## config.mk

```make
export PLATFORM = sky130hd
export DESIGN_NAME = vsgs_sequencer
export DESIGN_NICKNAME = d
export VERILOG_FILES = /design/src/vsgs_sequencer.v /design/src/vsgs_sync3.v
export VERILOG_INCLUDE_DIRS = /design/src
export SDC_FILE = /design/constraint.sdc
export NUM_CORES = 1
export LEC_CHECK = 0
export ABC_AREA = 1
export BUFFER_PORTS_ARGS = -buffer_cell sky130_fd_sc_hd__buf_4
export CORE_ASPECT_RATIO = 0.6
export CORE_MARGIN = 2
export CORE_UTILIZATION = 60
export CTS_CLUSTER_DIAMETER = 100
export CTS_CLUSTER_SIZE = 20
export DETAILED_ROUTE_END_ITERATION = 12
export PLACE_DENSITY = 0.78
export SETUP_SLACK_MARGIN = 0.02
export SYNTH_ARGS = -nofsm -noshare
export SYNTH_HDL_FRONTEND = slang
export SYNTH_SLANG_ARGS = --single-unit
export TNS_END_PERCENT = 10
```

## constraint.sdc

```tcl
create_clock -name clock -period 1.5 [get_ports clock]
set_input_delay 0.15 -clock clock [delete_from_list [all_inputs] [get_ports clock]]
set_output_delay 0.15 -clock clock [all_outputs]
set_load 0.03 [all_outputs]
```

## src/vsgs_map.vh

```
// vsgs_map.vh: timing constants of the valley-switch gate sequencer
// assumes a 10 MHz system clock; times are in ns, cycle counts derive from them
`ifndef VSGS_MAP_VH
`define VSGS_MAP_VH

`define VSGS_CLK_PERIOD_NS   100
// fallback timebase: 10 kHz -> period in ns
`define VSGS_FALLBACK_HZ     10000
`define VSGS_FALLBACK_NS     (1000000000 / `VSGS_FALLBACK_HZ)
`define VSGS_FALLBACK_CYC    (`VSGS_FALLBACK_NS / `VSGS_CLK_PERIOD_NS)
// blanking and detect window: 150 ns least, 250 ns most
`define VSGS_BLANK_MIN_NS    150
`define VSGS_BLANK_MAX_NS    250
`define VSGS_BLANK_CYC       ((`VSGS_BLANK_MIN_NS + `VSGS_CLK_PERIOD_NS - 1) / `VSGS_CLK_PERIOD_NS)
`define VSGS_DETECT_MIN_NS   150
`define VSGS_DETECT_MAX_NS   250
`define VSGS_DETECT_CYC      ((`VSGS_DETECT_MIN_NS + `VSGS_CLK_PERIOD_NS - 1) / `VSGS_CLK_PERIOD_NS)
// consecutive continuous-conduction cycles that force a restart
`define VSGS_CCM_LIMIT       4

`endif

```

## src/vsgs_sequencer.v

```verilog
// vsgs_sequencer.v: sequencing and protection of the power-switch gate drive
// assumes analog comparators deliver levels on pins; one 10 MHz clock; rst_n on supply start
// every comparator level passes a three-stage filter, so reactions lag by about four cycles
// all outputs come from flip-flops, so the gate never carries a decode glitch
// Operation
// - supply below start threshold: standby, gate held low
// - after standby, cycles launched from internal 10 kHz timebase
// - after first valley, cycles follow detected valleys
// - supply below stop threshold: stop, standby, restart at start threshold
// - valley indication evaluated only while gate is low
// - in valley mode, gate on at first valley after current reaches zero
// - no valley: next cycle started by the 10 kHz timebase
// - overvoltage while gate low shuts switching down, gate low
// - after overvoltage stay off until stop threshold, then standby and restart
// - each gate rising edge starts blanking; overcurrent result ignored
// - detect window after blanking; trip marks cycle continuous conduction
// - four consecutive continuous-conduction cycles: gate off, full reset
// - blanking lasts between 150 and 250 ns
// - detect window lasts between 150 and 250 ns
`timescale 1ns/1ps
`default_nettype none
`include "vsgs_map.vh"
module vsgs_sequencer #(
   parameter integer FALLBACK_CYC = `VSGS_FALLBACK_CYC,
   parameter integer BLANK_CYC    = `VSGS_BLANK_CYC,
   parameter integer DETECT_CYC   = `VSGS_DETECT_CYC,
   parameter integer CCM_LIMIT    = `VSGS_CCM_LIMIT
) (
   input  wire clock,
   input  wire rst_n,
   input  wire supplyAboveStart,
   input  wire supplyAboveStop,
   input  wire valleyDetect,
   input  wire zeroCurrent,
   input  wire overvoltageTrip,
   input  wire overcurrentTrip,
   input  wire onTimeExpired,
   output reg  gateDrive,
   output reg  standbyMode,
   output reg  valleyMode,
   output reg  overvoltageLatched,
   output reg  ccmReset
);
   // ************************************************************
   // state codes
   // ************************************************************
   localparam [2:0] ST_STANDBY = 3'h0;
   localparam [2:0] ST_OFF     = 3'h1;
   localparam [2:0] ST_ON      = 3'h2;
   localparam [2:0] ST_OVP     = 3'h3;
   localparam [2:0] ST_POR     = 3'h4;

   // ************************************************************
   // counter widths and end counts
   // ************************************************************
   // the timebase counter limits FALLBACK_CYC to 65536 cycles
   localparam integer TB_W  = 16;
   localparam integer WIN_W = 8;
   // integer parameters are cut to the counter widths on purpose
   localparam integer TB_LAST_I  = FALLBACK_CYC - 1;
   localparam integer BLANK_N_I  = BLANK_CYC;
   localparam integer DET_N_I    = DETECT_CYC;
   localparam integer CCM_LAST_I = CCM_LIMIT - 1;
   localparam [TB_W-1:0]  TB_LAST  = TB_LAST_I[TB_W-1:0];
   localparam [WIN_W-1:0] BLANK_N  = BLANK_N_I[WIN_W-1:0];
   localparam [WIN_W-1:0] DET_N    = DET_N_I[WIN_W-1:0];
   localparam [2:0]       CCM_LAST = CCM_LAST_I[2:0];

   // ************************************************************
   // pin synchronisers
   // ************************************************************
   // each pin is filtered on its own, so two pins that change together may
   // be seen a cycle apart
   wire startS;
   wire stopS;
   wire valleyS;
   wire zeroS;
   wire ovpS;
   wire ocpS;
   wire tonS;

   vsgs_sync3 uStart (.clock(clock), .rst_n(rst_n), .pinIn(supplyAboveStart), .syncOut(startS));
   vsgs_sync3 uStop  (.clock(clock), .rst_n(rst_n), .pinIn(supplyAboveStop),  .syncOut(stopS));
   vsgs_sync3 uVal   (.clock(clock), .rst_n(rst_n), .pinIn(valleyDetect),     .syncOut(valleyS));
   vsgs_sync3 uZero  (.clock(clock), .rst_n(rst_n), .pinIn(zeroCurrent),      .syncOut(zeroS));
   vsgs_sync3 uOvp   (.clock(clock), .rst_n(rst_n), .pinIn(overvoltageTrip),  .syncOut(ovpS));
   vsgs_sync3 uOcp   (.clock(clock), .rst_n(rst_n), .pinIn(overcurrentTrip),  .syncOut(ocpS));
   vsgs_sync3 uTon   (.clock(clock), .rst_n(rst_n), .pinIn(onTimeExpired),    .syncOut(tonS));

   // ************************************************************
   // registers
   // ************************************************************
   reg [2:0]       state_q;
   reg [2:0]       state_d;
   reg [TB_W-1:0]  tb_q;
   reg [TB_W-1:0]  tb_d;
   reg [WIN_W-1:0] win_q;
   reg [WIN_W-1:0] win_d;
   reg [1:0]       phase_q;
   reg [1:0]       phase_d;
   reg             trip_q;
   reg             trip_d;
   reg [2:0]       ccm_q;
   reg [2:0]       ccm_d;
   reg             valley_q;
   reg             valley_d;
   reg             zeroSeen_q;
   reg             zeroSeen_d;

   // ************************************************************
   // on-time phases and derived flags
   // ************************************************************
   // phase within the on-time: blank, detect, then sense done
   localparam [1:0] PH_BLANK  = 2'h0;
   localparam [1:0] PH_DETECT = 2'h1;
   localparam [1:0] PH_DONE   = 2'h2;

   // the timebase also runs through the on-time, so a long pulse cannot
   // stretch the off-time past one period
   wire tbExpired = (tb_q == TB_LAST);
   // the valley comparator counts only in the off state, never during the on-time
   wire valleyOff = (state_q == ST_OFF) & valleyS;
   // the current comparator counts only in the detect window, so the turn-on spike is lost
   wire ocpWindow = (state_q == ST_ON) & (phase_q == PH_DETECT) & ocpS;
   // ccm cycles counted when the on-time closes, so a cycle counts once
   wire cycleCcm  = trip_q | ocpWindow;

   // ************************************************************
   // next-state logic
   // ************************************************************
   // one case per state; every path starts from the held values set at the top
   always @* begin
      state_d    = state_q;
      tb_d       = tb_q;
      win_d      = win_q;
      phase_d    = phase_q;
      trip_d     = trip_q;
      ccm_d      = ccm_q;
      valley_d   = valley_q;
      zeroSeen_d = zeroSeen_q;
      case (state_q)
         ST_STANDBY: begin
            // counters start clean so every start-up is the same
            tb_d       = {TB_W{1'b0}};
            valley_d   = 1'b0;
            ccm_d      = 3'h0;
            zeroSeen_d = 1'b0;
            if (startS) begin
               state_d    = ST_ON;
               win_d      = {WIN_W{1'b0}};
               phase_d    = PH_BLANK;
               trip_d     = 1'b0;
            end
         end

         ST_ON: begin
            tb_d = tbExpired ? {TB_W{1'b0}} : tb_q + 1'b1;
            case (phase_q)
               PH_BLANK: begin
                  // comparator ignored while blanking
                  if (win_q == BLANK_N - 1'b1) begin
                     win_d   = {WIN_W{1'b0}};
                     phase_d = PH_DETECT;
                  end else begin
                     win_d = win_q + 1'b1;
                  end
               end
               PH_DETECT: begin
                  if (ocpWindow) begin
                     trip_d = 1'b1;
                  end
                  if (win_q == DET_N - 1'b1) begin
                     phase_d = PH_DONE;
                  end else begin
                     win_d = win_q + 1'b1;
                  end
               end
               default: begin
                  // sensing is over; the pulse waits for the on-time indication
                  phase_d = PH_DONE;
               end
            endcase

            // on-time ends only after the detect window so each cycle is judged
            if (tonS && phase_q == PH_DONE) begin
               zeroSeen_d = 1'b0;
               if (cycleCcm) begin
                  // the fourth marked cycle in a row forces the full reset
                  if (ccm_q == CCM_LAST) begin
                     state_d = ST_POR;
                  end else begin
                     ccm_d   = ccm_q + 1'b1;
                     state_d = ST_OFF;
                  end
               end else begin
                  // a clean cycle breaks the run of continuous conduction
                  ccm_d   = 3'h0;
                  state_d = ST_OFF;
               end
            end

            // the stop threshold wins even over blanking; a cut pulse is not counted
            if (!stopS) begin
               state_d = ST_STANDBY;
            end
         end

         ST_OFF: begin
            tb_d = tbExpired ? {TB_W{1'b0}} : tb_q + 1'b1;
            // zero current is remembered, since the valley follows it a few cycles later
            if (zeroS) begin
               zeroSeen_d = 1'b1;
            end
            // a fresh pulse always starts in blanking
            win_d   = {WIN_W{1'b0}};
            phase_d = PH_BLANK;
            trip_d  = 1'b0;
            if (!stopS) begin
               state_d = ST_STANDBY;
            end else if (ovpS) begin
               state_d = ST_OVP;
            end else if (valleyOff && (zeroSeen_q || zeroS)) begin
               valley_d = 1'b1;
               tb_d     = {TB_W{1'b0}};
               state_d  = ST_ON;
            end else if (tbExpired) begin
               state_d = ST_ON;
            end
         end

         ST_OVP: begin
            // stays off; the supply decays to the stop threshold
            // the timebase is frozen; the restart begins from standby anyway
            if (!stopS) begin
               state_d = ST_STANDBY;
            end
         end

         ST_POR: begin
            // one cycle with gate low, then start over from standby
            ccm_d      = 3'h0;
            valley_d   = 1'b0;
            state_d    = ST_STANDBY;
         end

         default: begin
            // unused codes fall back to standby with the gate low
            state_d = ST_STANDBY;
         end
      endcase
   end

   // ************************************************************
   // state registers
   // ************************************************************
   always @(posedge clock or negedge rst_n) begin
      if (!rst_n) begin
         state_q    <= ST_STANDBY;
         tb_q       <= {TB_W{1'b0}};
         win_q      <= {WIN_W{1'b0}};
         phase_q    <= PH_BLANK;
         trip_q     <= 1'b0;
         ccm_q      <= 3'h0;
         valley_q   <= 1'b0;
         zeroSeen_q <= 1'b0;
      end else begin
         state_q    <= state_d;
         tb_q       <= tb_d;
         win_q      <= win_d;
         phase_q    <= phase_d;
         trip_q     <= trip_d;
         ccm_q      <= ccm_d;
         valley_q   <= valley_d;
         zeroSeen_q <= zeroSeen_d;
      end
   end

   // ************************************************************
   // registered outputs
   // ************************************************************
   always @(posedge clock or negedge rst_n) begin
      if (!rst_n) begin
         gateDrive          <= 1'b0;
         standbyMode        <= 1'b1;
         valleyMode         <= 1'b0;
         overvoltageLatched <= 1'b0;
         ccmReset           <= 1'b0;
      end else begin
         // decoded from the next state so the gate moves with the state, no lag
         gateDrive          <= (state_d == ST_ON);
         standbyMode        <= (state_d == ST_STANDBY);
         valleyMode         <= valley_d;
         // stands for the whole shutdown, until the stop threshold
         overvoltageLatched <= (state_d == ST_OVP);
         // one-cycle pulse: the reset state always leaves on the next edge
         ccmReset           <= (state_d == ST_POR);
      end
   end
endmodule
`default_nettype wire

```

## src/vsgs_sync3.v

```verilog
// vsgs_sync3.v: three-stage synchroniser with agreement filter
// assumes an asynchronous pin input; output changes once stages two and three agree
`timescale 1ns/1ps
`default_nettype none
module vsgs_sync3 (
   input  wire clock,
   input  wire rst_n,
   input  wire pinIn,
   output reg  syncOut
);
   reg s1Q;
   reg s2Q;
   reg s3Q;

   always @(posedge clock or negedge rst_n) begin
      if (!rst_n) begin
         s1Q     <= 1'b0;
         s2Q     <= 1'b0;
         s3Q     <= 1'b0;
         syncOut <= 1'b0;
      end else begin
         s1Q <= pinIn;
         s2Q <= s1Q;
         s3Q <= s2Q;
         if (s2Q == s3Q) begin
            syncOut <= s3Q;
         end
      end
   end
endmodule
`default_nettype wire
```

==> flow_summary.json, run 1 <==
{
  "r2r_cells": 8,
  "reg2reg_to": "tb_q[8]$_DFFE_PN0N_",
  "die-width_um": 97.5,
  "cp.depth": 8,
  "dieArea_um2": 5850,
  "layout_commonest_cell": "nand2_1",
  "status": "finished, final reports clean",
  "drt_iter0_drc": 149,
  "synth-seq-cells": 67,
  "globalplace.congestion": 0.894,
  "finalMaxSlewViolations": 0,
  "pre_cts_slack_ns": 0.0144,
  "hp-class": "in -> async",
  "path_clk_slew_ns": 0.07,
  "final_cells": 443,
  "row_count": 20,
  "totalWireLength_um": 6090,
  "synthDistinctLibCells": 41,
  "min_period_over_period": 0.995,
  "wl_per_cell_um": 13.7,
  "worstReg2RegStart": "tb_q[0]$_DFFE_PN0N_",
  "via_count": 2277,
  "boundaryPins": 14,
  "nNetsFinal": 386,
  "clockRootBuffer": "clkbuf_8",
  "crit_family": "simple AND/OR/NAND/NOR gates",
  "end_kind": "flip-flop",
  "final-hold-violation-count": 0,
  "cpPeakStageDelay_ns": 0.38,
  "clock-sinks": 67,
  "skew_ns": 0.00675,
  "hpwl_um": 4290,
  "antenna_cells": 0,
  "antenna_found_initial": 0,
  "syn2layout_area_growth_pct": 18.9,
  "first_pass_iters": 4,
  "syn-num-nets": 341,
  "vias_per_cell": 5.14,
  "slew_headroom": 0.681,
  "grt_pass1_vias": 2164,
  "synth_edf_count": 0,
  "arrival_ns": 1.77,
  "worstPathRequired_ns": 1.78,
  "layout-drive-gt1-share": 0.276,
  "rsz0062_at_grt": "yes",
  "placed_cells": 417,
  "grt_use_met1": 0.328,
  "cts_tree": "yes",
  "cp-start-kind": "flip-flop",
  "use_met2": 0.373,
  "crit_path_end": "tb_q[8]$_DFFE_PN0N_",
  "min_period_ns": 1.49,
  "die_h_um": 60.1,
  "cp_max_fo": 4,
  "grt_use_total": 0.236,
  "cap_violations": 0,
  "timing.fmax_mhz": 670,
  "yosysWarnings": 0,
  "p_per_area_nw_per_um2": 1410,
  "setup-violations-final": 0,
  "grt_pass1_wl_um": 10400,
  "synth_ff_type": "dfrtp_1",
  "synthArstFlopShare": 1.00,
  "core_area_um2": 5050,
  "total_power_mw": 5.26,
  "cts_buffers": 9,
  "cts_htree_levels": 3,
  "grt_use_met3": 0.0632,
  "critPathKind": "reg -> reg",
  "netlist_area_um2": 3140,
  "numPortBuffers": 13,
  "busiest_layer": "met2",
  "tightest_slew_ns": 0.475,
  "leakage_nw": 1.78,
  "irDropWorstVdd_v": 0.000925,
  "final_cell_mix": "nand2_1 (71), dfrtp_1 (66), nor2_1 (36)",
  "ctsLongestPathBuffers": 2,
  "crit_top_cell": "nand3_4",
  "grt_max_degree": 32,
  "worst_path_max_delay_cell": "dfrtp_1",
  "clock_latency_ns": 0.34,
  "setup.worst_path.start": "tb_q[0]$_DFFE_PN0N_",
  "ys_seq_area_frac": 0.534,
  "syn_avg_cell_area_um2": 9.62,
  "initial_core_util": 0.622,
  "r2r_slack_ns": 0.007,
  "drc": 0,
  "path_cells": "ha_2 -> nand2_2 -> inv_2 -> nand3_4 -> nor2_4 -> nand3_4 -> or2_1 -> a21oi_2",
  "path_buf_inv": 1,
  "fin_ws_ns": 0.00700,
  "ant_nets": 0,
  "synth_cells": 327,
  "overflow": 0
}
-- metrics by stage --
| stage | cell area (um2) | TNS [ns] | hold slack, ns | util |
|---|---|---|---|---|
| finish | 3740 | 0 | 0.251 | 0.740 |
| floorplan | 3140 | 0 | -0.146 | - |
| CTS | 3680 | 0 | 0.251 | 0.728 |
| global placement | 3400 | 0 | 0.0824 | 0.673 |
| detailed placement | 3400 | 0 | 0.0787 | 0.673 |
| global route | 3740 | -0.907 | 0.287 | 0.740 |
-- logic make-up after synthesis --
family | Yosys count | synth area share
muxes | 1 | 0.00716
and+or+nand+nor | 170 | 0.272
DFF | 67 | 0.534
AOI/OAI and AO/OA | 29 | 0.0613
buffers and inverters | 39 | 0.0589
xor gates and xnor gates | 9 | 0.0251
adders and majority gates | 12 | 0.0422
-- worst min path at each step --
stage | slack (ns) | from | endpoint | cells after the start
after global routing | 0.29 | rst_n | uOcp.s1Q$_DFF_PN0_ | 2
after CTS | 0.25 | rst_n | uOcp.s3Q$_DFF_PN0_ | 2
final | 0.25 | rst_n | uOcp.s3Q$_DFF_PN0_ | 2
after floorplan | -0.15 | rst_n | ccmReset$_DFF_PN0_ | 0
after detailed placement | 0.08 | rst_n | uOcp.s3Q$_DFF_PN0_ | 1
after global placement | 0.08 | rst_n | uOcp.s3Q$_DFF_PN0_ | 1
-- cell usage after synthesis (3+ instances only) --
library cell   n  area (um2)
nor2_4         3        33.8
nor2_1        37         139
xor2_1         9        78.8
nor3_1         6        30.0
nand2_4        3        33.8
nand2_2       12        75.1
nand4_1        4        25.0
maj3_1         7        70.1
inv_1         23        86.3
nor2_2         4        25.0
nand3_1       15        75.1
dfrtp_1       66        1650
o21ai_1        9        45.0
nand3_2        4        40.0
a21oi_1        3        15.0
inv_2         10        37.5
ha_1           5        62.6
a21oi_2        3        26.3
o21ai_0        5        25.0
nand2_1       73         274
-- repair_timing --
| action | 4_1_cts | 5_1_grt |
|---|---|---|
| hold buffers | 8 | 0 |
| gates resized for setup | 1 | 13 |
| endpoints found under the setup margin | 6 | 29 |
| pin swaps | 0 | 3 |
| buffers inserted | 0 | 2 |
| endpoints found under the hold margin | 31 | 0 |
-- cell type report --
class	instances	area, um2
Fill cell	367	1320
Tap cell	66	82.6
Timing Repair Buffer	37	314
Clock buffer	9	124
Clock inverter	7	75.1
Multi-Input combinational cell	221	1320
Sequential cell	67	1680
Inverter	36	150
-- flip-flops by register name, indices dropped and copies added (netlist names), 2 cells and up --
name / cells
ccm_q: 3
phase_q: 2
state_q: 3
tb_q: 16
win_q: 8
-- layer usage --
metal | up-vias | wire length [um] | share of wire
met5 | - | 0 | 0
met4 | 0 | 65 | 0.011
met3 | 7 | 226 | 0.037
met2 | 39 | 2820 | 0.46
met1 | 1089 | 2980 | 0.49
li1 | 1142 | - | -
-- where the power goes --
group | switching, mW | total, mW | internal [mW]
logic | 1.04 | 1.64 | 0.608
clock network | 0.713 | 1.49 | 0.774
registers | 0.137 | 2.13 | 2.00
total | 1.88 | 5.26 | 3.38
Note: power is estimated with default switching activity, not from simulation.
==> run 2, diff against run 1 <==
CORE_ASPECT_RATIO = 0.7   (was 0.6)
==> run 2 against run 1 <==
Against the previous run:
- clock power down 8%
- sequential share of layout area shrank 0.12 points
- setup slack better by 0.017 ns
- register-to-register slack improved by 0.02 ns
- utilization down 1.1 points
- die area down 0.17%
- first-iteration DRC count decreased by 13%
- cell area is 0.27% higher
- cell count is 2.0% higher
- maximum frequency rose by 1.1%
- sequential power is essentially flat
- count of clock-buffer cells in the layout grew 2
- largest cell class unchanged
==> flow_summary.json, run 2 (synthesis results as in run 1) <==
{
  "use_met2": 0.354,
  "vias_per_cell": 4.95,
  "arrival_ns": 1.75,
  "drc": 0,
  "first_pass_iters": 4,
  "cp_max_fo": 4,
  "overflow": 0,
  "ctsLongestPathBuffers": 2,
  "syn2layout_area_growth_pct": 19.2,
  "core_area_um2": 5150,
  "skew_ns": 0.00825,
  "wl_per_cell_um": 13.4,
  "ant_nets": 0,
  "cts_buffers": 9,
  "cap_violations": 0,
  "clock-sinks": 67,
  "r2r_cells": 8,
  "min_period_over_period": 0.984,
  "slew_headroom": 0.683,
  "clock_latency_ns": 0.35,
  "hp-class": "in -> async",
  "die_h_um": 64.6,
  "final-hold-violation-count": 0,
  "reg_top3": "tb_q: 16 flops, win_q: 8 flops",
  "grt_use_total": 0.234,
  "end_kind": "flip-flop",
  "grt_max_degree": 39,
  "layout_commonest_cell": "nand2_1",
  "busiest_layer": "met2",
  "layout-drive-gt1-share": 0.287,
  "boundaryPins": 14,
  "final_util": 0.728,
  "leakage_nw": 1.79,
  "cp-start-kind": "flip-flop",
  "initial_core_util": 0.611,
  "largest_register": "tb_q",
  "numPortBuffers": 13,
  "via_count": 2237,
  "p_per_area_nw_per_um2": 1390,
  "worstPathRequired_ns": 1.77,
  "rsz0062_at_grt": "yes",
  "pre_cts_slack_ns": 0.0161,
  "fin_ws_ns": 0.0237,
  "stdcell_area_um2": 3750,
  "irDropWorstVdd_v": 0.000885,
  "status": "finished, final reports clean",
  "antenna_cells": 0,
  "drt_iter0_drc": 129,
  "nNetsFinal": 389,
  "final_cell_mix": "nand2_1 (71), dfrtp_1 (66), nor2_1 (35)",
  "path_clk_slew_ns": 0.07,
  "setup-violations-final": 0,
  "clockRootBuffer": "clkbuf_8",
  "die-width_um": 90.5,
  "row_count": 22,
  "postPlaceCellArea_um2": 3420,
  "grt_pass1_vias": 2219,
  "nFillCells": 368,
  "antenna_found_initial": 0,
  "final.setup.tns_ns": 0,
  "finalMaxSlewViolations": 0,
  "hpwl_um": 4360,
  "critPathKind": "reg -> reg",
  "grt_pass1_wl_um": 10400,
  "timing.fmax_mhz": 677,
  "dieArea_um2": 5840,
  "grt_use_met3": 0.0709,
  "globalplace.congestion": 0.830,
  "largest_reg_flops": 16,
  "cts_tree": "yes",
  "totalWireLength_um": 6050,
  "grt_use_met1": 0.312,
  "tightest_slew_ns": 0.476,
  "cts_htree_levels": 3,
  "min_period_ns": 1.48
}
[run 2: layout make-up]
class | instances | area, um2 | area share
clock inverter | 5 | 37.5 | 0.0100
multi-input combinational | 221 | 1320 | 0.351
timing repair buffer | 40 | 328 | 0.0874
tap | 72 | 90.1 | 0.0240
sequential | 67 | 1680 | 0.448
inverter | 36 | 148 | 0.0394
clock buffer | 11 | 151 | 0.0404
[run 2: final timing paths]
kind | from | to | slack [ns]
max in group asynchronous | rst_n | overvoltageLatched$_DFF_PN0_ | 0.62
min | rst_n | uOcp.s2Q$_DFF_PN0_ | 0.29
max reg2reg | tb_q[1]$_DFFE_PN0N_ | tb_q[8]$_DFFE_PN0N_ | 0.02
min in group clock | uOvp.s1Q$_DFF_PN0_ | uOvp.s2Q$_DFF_PN0_ | 0.35
min reg2reg | uOvp.s1Q$_DFF_PN0_ | uOvp.s2Q$_DFF_PN0_ | 0.35
max | tb_q[1]$_DFFE_PN0N_ | tb_q[8]$_DFFE_PN0N_ | 0.02
[run 2: critical path, cell delays in order (launching register included)]
cell	delay (ns)
dfrtp_1	0.38
ha_2	0.20
nand2_2	0.07
inv_2	0.08
nand3_4	0.08
nor2_4	0.18
nand3_4	0.09
or2_1	0.22
a21oi_2	0.11
[run 2: through the flow]
step                      total power, mW  hold slack, ns  cells
final                                5.23           0.289    452
after global routing                 5.54           0.343    452
after detailed placement             3.74           0.149    426
after floorplan                      3.24          -0.146    327
after global placement               3.69           0.141    426
after CTS                            5.16           0.305    450
[run 2: where the power goes]
group	switching (mW)	total, mW	internal, mW
clock	0.678	1.37	0.691
sequential	0.135	2.13	2.00
combinational	1.06	1.72	0.664
[run 2: per-layer routing]
layer  wire length [um]  share of wire  up-vias
met5                  0              0        -
met4                 92          0.015        0
met3                246          0.041       11
met2               2800           0.46       48
met1               2910           0.48     1034
li1                   -              -     1144
[run 2: timing repair]
item	CTS	global route
endpoints found under the hold margin	41	0
gates cloned	0	0
pin swaps	0	2
buffers inserted	0	2
gates resized for setup	1	15
endpoints found under the setup margin	6	26
hold buffers	8	0
